--- src/wdt_pkg.sv ---
package wdt_pkg;
  // ==========================================
  // timing and counts
  localparam int WDT_PHASE_CYCLES = 16;
  localparam int WDT_TIMEOUT_CYCLES = 4;
  localparam int WDT_CNT_W = 16;
  localparam logic [1:0] WDT_MISS_RST = 2'h0;
  localparam logic WDT_OUT_RST = 1'b1;
  localparam logic [2:0] WDT_SYNC_RST = 3'h0;

  typedef enum logic [1:0] {
    WDT_IDLE,
    WDT_CHARGE,
    WDT_DISCHARGE
  } wdt_phase_t;
endpackage

--- src/wdt_sync_if.sv ---
interface wdt_sync_if;
  logic trig_level;
  logic trig_rise;
  modport src (output trig_level, output trig_rise);
  modport dst (input trig_level, input trig_rise);
endinterface

--- src/wdt_trigger_sync.sv ---
module wdt_trigger_sync
  import wdt_pkg::*;
(
  // clock and reset
  input wire logic clock,
  input wire logic sys_rst,
  // pin
  input wire logic trigger_in,
  // to core
  wdt_sync_if.src sync
);
  // ==========================================
  // three-stage sampler
  logic [2:0] sync_reg;
  logic level_reg;

  // first stage is read only by the second
  always_ff @(posedge clock) begin
    if (sys_rst) begin
      sync_reg <= WDT_SYNC_RST;
    end else begin
      sync_reg <= {sync_reg[1:0], trigger_in};
    end
  end

  // level moves only once the last two stages agree
  always_ff @(posedge clock) begin
    if (sys_rst) begin
      level_reg <= 1'b0;
    end else if (sync_reg[1] == sync_reg[2]) begin
      level_reg <= sync_reg[2];
    end
  end

  assign sync.trig_level = level_reg;
  assign sync.trig_rise = (sync_reg[1] == sync_reg[2]) && sync_reg[2] && !level_reg;
endmodule

--- src/wdt_core.sv ---
// Behaviour
// rising trigger edge counts as service
// floating trigger input reads as low
// triggers accepted only when monitoring, output high
// merged pin is reset AND timeout
// monitor needs gate high and voltage ok
// four missed cycles drive timeout low
// timeout low exactly one cycle, regardless
// monitoring off while high clears count
// accepted trigger restarts charge and count
// cycle is charge then discharge phase
module wdt_core
  import wdt_pkg::*;
#(
  parameter int PHASE_CYCLES = WDT_PHASE_CYCLES
) (
  // clock and reset
  input wire logic clock,
  input wire logic sys_rst,
  // pins
  input wire logic trigger_in,
  input wire logic reset_out,
  output logic timeout_out,
  output logic merged_fault_out,
  // gating
  input wire logic variant_current_gate,
  input wire logic enable_in,
  input wire logic load_current_detect,
  input wire logic above_release_threshold,
  input wire logic below_detection_threshold,
  // status
  output logic monitoring,
  output logic [1:0] miss_count,
  output logic charging
);
  // ==========================================
  // trigger synchroniser
  wdt_sync_if sync_bus ();

  // weak pull-down: an open or undriven pin reads as low, never as an edge
  logic trig_pin;
  assign trig_pin = (trigger_in === 1'b1);

  wdt_trigger_sync u_sync (
    .clock(clock),
    .sys_rst(sys_rst),
    .trigger_in(trig_pin),
    .sync(sync_bus.src)
  );

  // ==========================================
  // monitoring gate
  logic gate;
  logic mon_reg;
  assign gate = variant_current_gate ? load_current_detect : enable_in;

  // hysteresis between the two thresholds: hold previous state
  always_ff @(posedge clock) begin
    if (sys_rst) begin
      mon_reg <= 1'b0;
    end else if (!gate || below_detection_threshold) begin
      mon_reg <= 1'b0;
    end else if (above_release_threshold) begin
      mon_reg <= 1'b1;
    end
  end

  // ==========================================
  // phase timer
  wdt_phase_t phase_reg;
  logic [WDT_CNT_W-1:0] tick_reg;
  logic [1:0] miss_reg;
  logic out_reg;
  logic accept;
  logic phase_end;
  logic cycle_end;
  logic running;

  assign running = mon_reg || !out_reg;
  assign accept = sync_bus.trig_rise && mon_reg && out_reg && phase_reg != WDT_IDLE;
  assign phase_end = (tick_reg == WDT_CNT_W'(PHASE_CYCLES - 1));
  assign cycle_end = phase_end && phase_reg == WDT_DISCHARGE && !accept;

  always_ff @(posedge clock) begin
    if (sys_rst) begin
      phase_reg <= WDT_IDLE;
      tick_reg <= '0;
    end else if (!running) begin
      phase_reg <= WDT_IDLE;
      tick_reg <= '0;
    end else if (accept || phase_reg == WDT_IDLE) begin
      phase_reg <= WDT_CHARGE;
      tick_reg <= '0;
    end else if (phase_end) begin
      phase_reg <= (phase_reg == WDT_CHARGE) ? WDT_DISCHARGE : WDT_CHARGE;
      tick_reg <= '0;
    end else begin
      tick_reg <= tick_reg + 1'b1;
    end
  end

  // ==========================================
  // missed cycle count and timeout output
  always_ff @(posedge clock) begin
    if (sys_rst) begin
      miss_reg <= WDT_MISS_RST;
      out_reg <= WDT_OUT_RST;
    end else if (!out_reg) begin
      // low phase completes even if monitoring drops
      if (cycle_end) begin
        out_reg <= 1'b1;
        miss_reg <= WDT_MISS_RST;
      end
    end else if (!mon_reg || accept) begin
      miss_reg <= WDT_MISS_RST;
    end else if (cycle_end) begin
      if (miss_reg == 2'(WDT_TIMEOUT_CYCLES - 1)) begin
        out_reg <= 1'b0;
        miss_reg <= WDT_MISS_RST;
      end else begin
        miss_reg <= miss_reg + 1'b1;
      end
    end
  end

  assign timeout_out = out_reg;
  assign merged_fault_out = out_reg & reset_out;
  assign monitoring = mon_reg;
  assign miss_count = miss_reg;
  assign charging = (phase_reg == WDT_CHARGE);

  // ==========================================
  // low-time counter for checks
  // a full cycle is longer than any repetition count, so count it here
  localparam int LOW_W = WDT_CNT_W + 1;
  logic [LOW_W-1:0] low_len_reg;

  always_ff @(posedge clock) begin
    if (sys_rst) begin
      low_len_reg <= '0;
    end else if (out_reg) begin
      low_len_reg <= '0;
    end else begin
      low_len_reg <= low_len_reg + 1'h1;
    end
  end
endmodule

--- config.mk ---
export PLATFORM = sky130hd
export DESIGN_NAME = wdt_core
export DESIGN_NICKNAME = d
export VERILOG_FILES = /design/src/wdt_pkg.sv /design/src/wdt_sync_if.sv /design/src/wdt_trigger_sync.sv /design/src/wdt_core.sv
export SDC_FILE = /design/constraint.sdc
export NUM_CORES = 1
export LEC_CHECK = 0
export ABC_CLOCK_PERIOD_IN_PS = 2800
export BUFFER_PORTS_ARGS = -buffer_cell sky130_fd_sc_hd__buf_2
export CORE_MARGIN = 2
export CORE_UTILIZATION = 30
export DETAILED_ROUTE_END_ITERATION = 6
export HOLD_SLACK_MARGIN = 0.05
export PLACE_DENSITY = 0.52
export SYNTH_ARGS = -nofsm -noshare
export SYNTH_HDL_FRONTEND = slang
export SYNTH_HIERARCHICAL = 1
export SYNTH_SLANG_ARGS = --single-unit
--- constraint.sdc ---
create_clock -name clock -period 2.8 [get_ports clock]
set_input_delay 0.14 -clock clock [delete_from_list [all_inputs] [get_ports clock]]
set_output_delay 0.14 -clock clock [all_outputs]
set_load 0.01 [all_outputs]
==> flow_summary.yaml <==
outcome:
  run_status: "finished clean"
synth:
  yosys.area.top_type: "sky130_fd_sc_hd__dfxtp_1"
  synth.avg_cell_area_um2: 9.36
  netlist_area_mm2: 0.00122
  syn_inst: 130
  synth.yosys.seq_area_share: 0.428
  synth_nets: 142
  synthesized_flop_and_latch_total: 26
  ys.warnings.count: 6
  leading_post_synthesis_cells_by_cell_area: "sky130_fd_sc_hd__dfxtp_1, sky130_fd_sc_hd__xnor2_1, sky130_fd_sc_hd__nor2_1"
  synth_cell_type_count: 27
  yosysTopAreaCellShare: 0.428
clock_tree:
  tritoncts.num_buffers: 3
  cts_setup_buffers: 0
  ctsRootBufferMaster: "sky130_fd_sc_hd__clkbuf_8"
  cts-root-to-sink-buffers: 2
  clkLatencyLatePin_ps: 270
  cts_max_level: 1
  clkSinkCount: 26
  path_clk_slew_ps: 90
  cts_tree: "done"
min_path:
  hold-path-cell-count: 2
  worst_hold_path_type: "in -> reg"
drt:
  route.detailed.vias_per_inst: 4.61
  initial_drc_count: 31
  ant_nets: 0
  totalWireLength_um: 2130
  drc: 0
  wl_per_cell_um: 10.8
  via_count: 908
  first_pass_iters: 4
sta:
  relSlewSlack: 0.608
  hold_viol: 0
  worst_clock_skew_ps: 2.37
  period_minus_slack_ps: 1870
  tightest_slew_ps: 588
  setup_viol_count_final: 0
  final_critical_path_setup_slack_ps: 929
  timing.final.max_slew_violations: 0
  setup-tns-final_ps: 0
  layout_worst_path_cycle_share: 0.668
  rsz0062_at_grt: "no"
  max_clock_freq_ghz: 0.534
setup_path:
  crit_chain: "ha_1 -> nand3_1 -> nand4b_4 -> nand2b_1 -> nor2_1"
  crit_path_top_delay_cell: "sky130_fd_sc_hd__nand2b_1"
  worstSetupPathDepth: 5
  critPathLaunchType: "flip-flop"
  worst_ep_arrival_time_ps: 2010
  worst_setup_path_type: "reg -> reg"
  critical_path.top_delay_family: "simple AND/OR/NAND/NOR gates"
  worst-path-max-fanout: 16
  cp-end-kind: "flip-flop"
  cp.buffers_inverters: 0
  timing.critical_path.slowest_cell_delay_ps: 480
  r2r_cells: 5
  worst-endpoint-required_ps: 2940
grt:
  grt_pass1_wl_um: 3900
  antenna_violations_before_repair: 0
  number_of_global_route_vias_before_repair: 929
  grt-ovfl-total: 0
  global_route.usage.total: 0.112
  largest_net_degree_at_the_start_of_global_routing: 17
cells_and_area:
  area_occupied_by_multi_input_gates_um2: 662
  num_antenna_cells: 0
  layout.nets: 160
  layout-drive-gt1-share: 0.197
  final_common_cell: "sky130_fd_sc_hd__dfxtp_1"
  n_fill_cell: 395
  most-common-layout-cells: "sky130_fd_sc_hd__dfxtp_1, sky130_fd_sc_hd__nor2_1, sky130_fd_sc_hd__buf_2"
  largest_reg_flops: 16
  area_delta_synth_final_pct: 14.7
  seqCellArea_um2: 520
place:
  preCtsSetupSlack_ps: 914
  gp_congestion: 0.696
  port-buffer-count: 14
  half_perimeter_wire_length_after_placement_um: 1610
floorplanning:
  top_level_ports: 15
  initial_utilization: 0.308
  die_area_mm2: 0.00458
  core-area_mm2: 0.00394
  rows: 23
  chipHeight_um: 67.7
  width_of_the_die_um: 67.7
power:
  overall_power_of_the_completed_layout_w: 0.000635
  ir_drop_uv: 211
  power_per_cell_area_mw_per_mm2: 455
  power.leakage_nw: 0.466
flow_run:
  drv.max_cap_violation_count: 0
Yosys cell counts, drive strengths merged:
cell and count:
a211o 1, and2 1, buf 2, dfxtp 26, ha 3, inv 4
mux2 1, mux2i 6, nand2 10, nand2b 3, nand3 6, nand3b 1
nand4 3, nand4b 1, nor2 26, nor2b 6, nor3 6, nor4 7
o21a 1, o21ai 1, or2 1, xnor2 13, xor2 1
layer usage:
layer  up-vias  GRT usage  wire length (um)
met4         0     0.0230                 8
met5         -          0                 0
met1       418      0.127               930
met3         2     0.0400               101
li1        467          -                 -
met2        21      0.202              1090
worst reg2reg max path, cell delays in order, from the launching register on:
cell and delay, ps:
sky130_fd_sc_hd__dfxtp_1 380, sky130_fd_sc_hd__ha_1 200, sky130_fd_sc_hd__nand3_1 250, sky130_fd_sc_hd__nand4b_4 310
sky130_fd_sc_hd__nand2b_1 480, sky130_fd_sc_hd__nor2_1 130
through the flow:
stage                     utilization  cell area, um^2  hold slack (ps)  instances
final                           0.354             1400             71.6        197
after global routing            0.354             1400              103        197
after CTS                       0.354             1400             66.3        197
after detailed placement        0.337             1330              309        192
after global placement          0.337             1330              304        192
after floorplan                     -             1220              212        130
power by group:
part	internal, W	switching [W]	leakage [nW]	total [W]
Combinational	0.0000102	0.00000767	0.227	0.0000179
Clock	0.000126	0.000117	0.0288	0.000243
Sequential	0.000372	0.00000180	0.210	0.000374
final cells by class:
| type | instances | area share |
|---|---|---|
| clock buffer | 4 | 0.0395 |
| inverter | 4 | 0.0108 |
| multi-input combinational | 98 | 0.474 |
| sequential | 26 | 0.373 |
| tap | 50 | 0.0448 |
| timing repair buffer | 15 | 0.0574 |
path summary, 6_finish.rpt:
check,from,to,slack [ps]
worst max register to register,tick_reg[0],tick_reg[2],930
worst min-delay path,trigger_in,u_sync/sync_reg[0],70
worst min register to register,u_sync/sync_reg[0],u_sync/sync_reg[1],440
worst max-delay path,tick_reg[0],tick_reg[2],930
cells by family (layout without fill, tap and decap cells):
kind of cell,Yosys count,in the layout,synth area share
AOI/OAI and AO/OA,3,3,0.0175
xor gates and xnor gates,14,14,0.101
adders and majority gates,3,3,0.0309
buffers and inverters,6,23,0.0278
DFF,26,26,0.428
muxes,7,7,0.0586
and+or+nand+nor,71,71,0.336
repair_timing:
action | CTS | global route
gates resized for setup | 0 | 0
hold buffers | 1 | 0
hold endpoints to repair | 1 | 0
No activity file was read; power rests on OpenSTA's default activity.
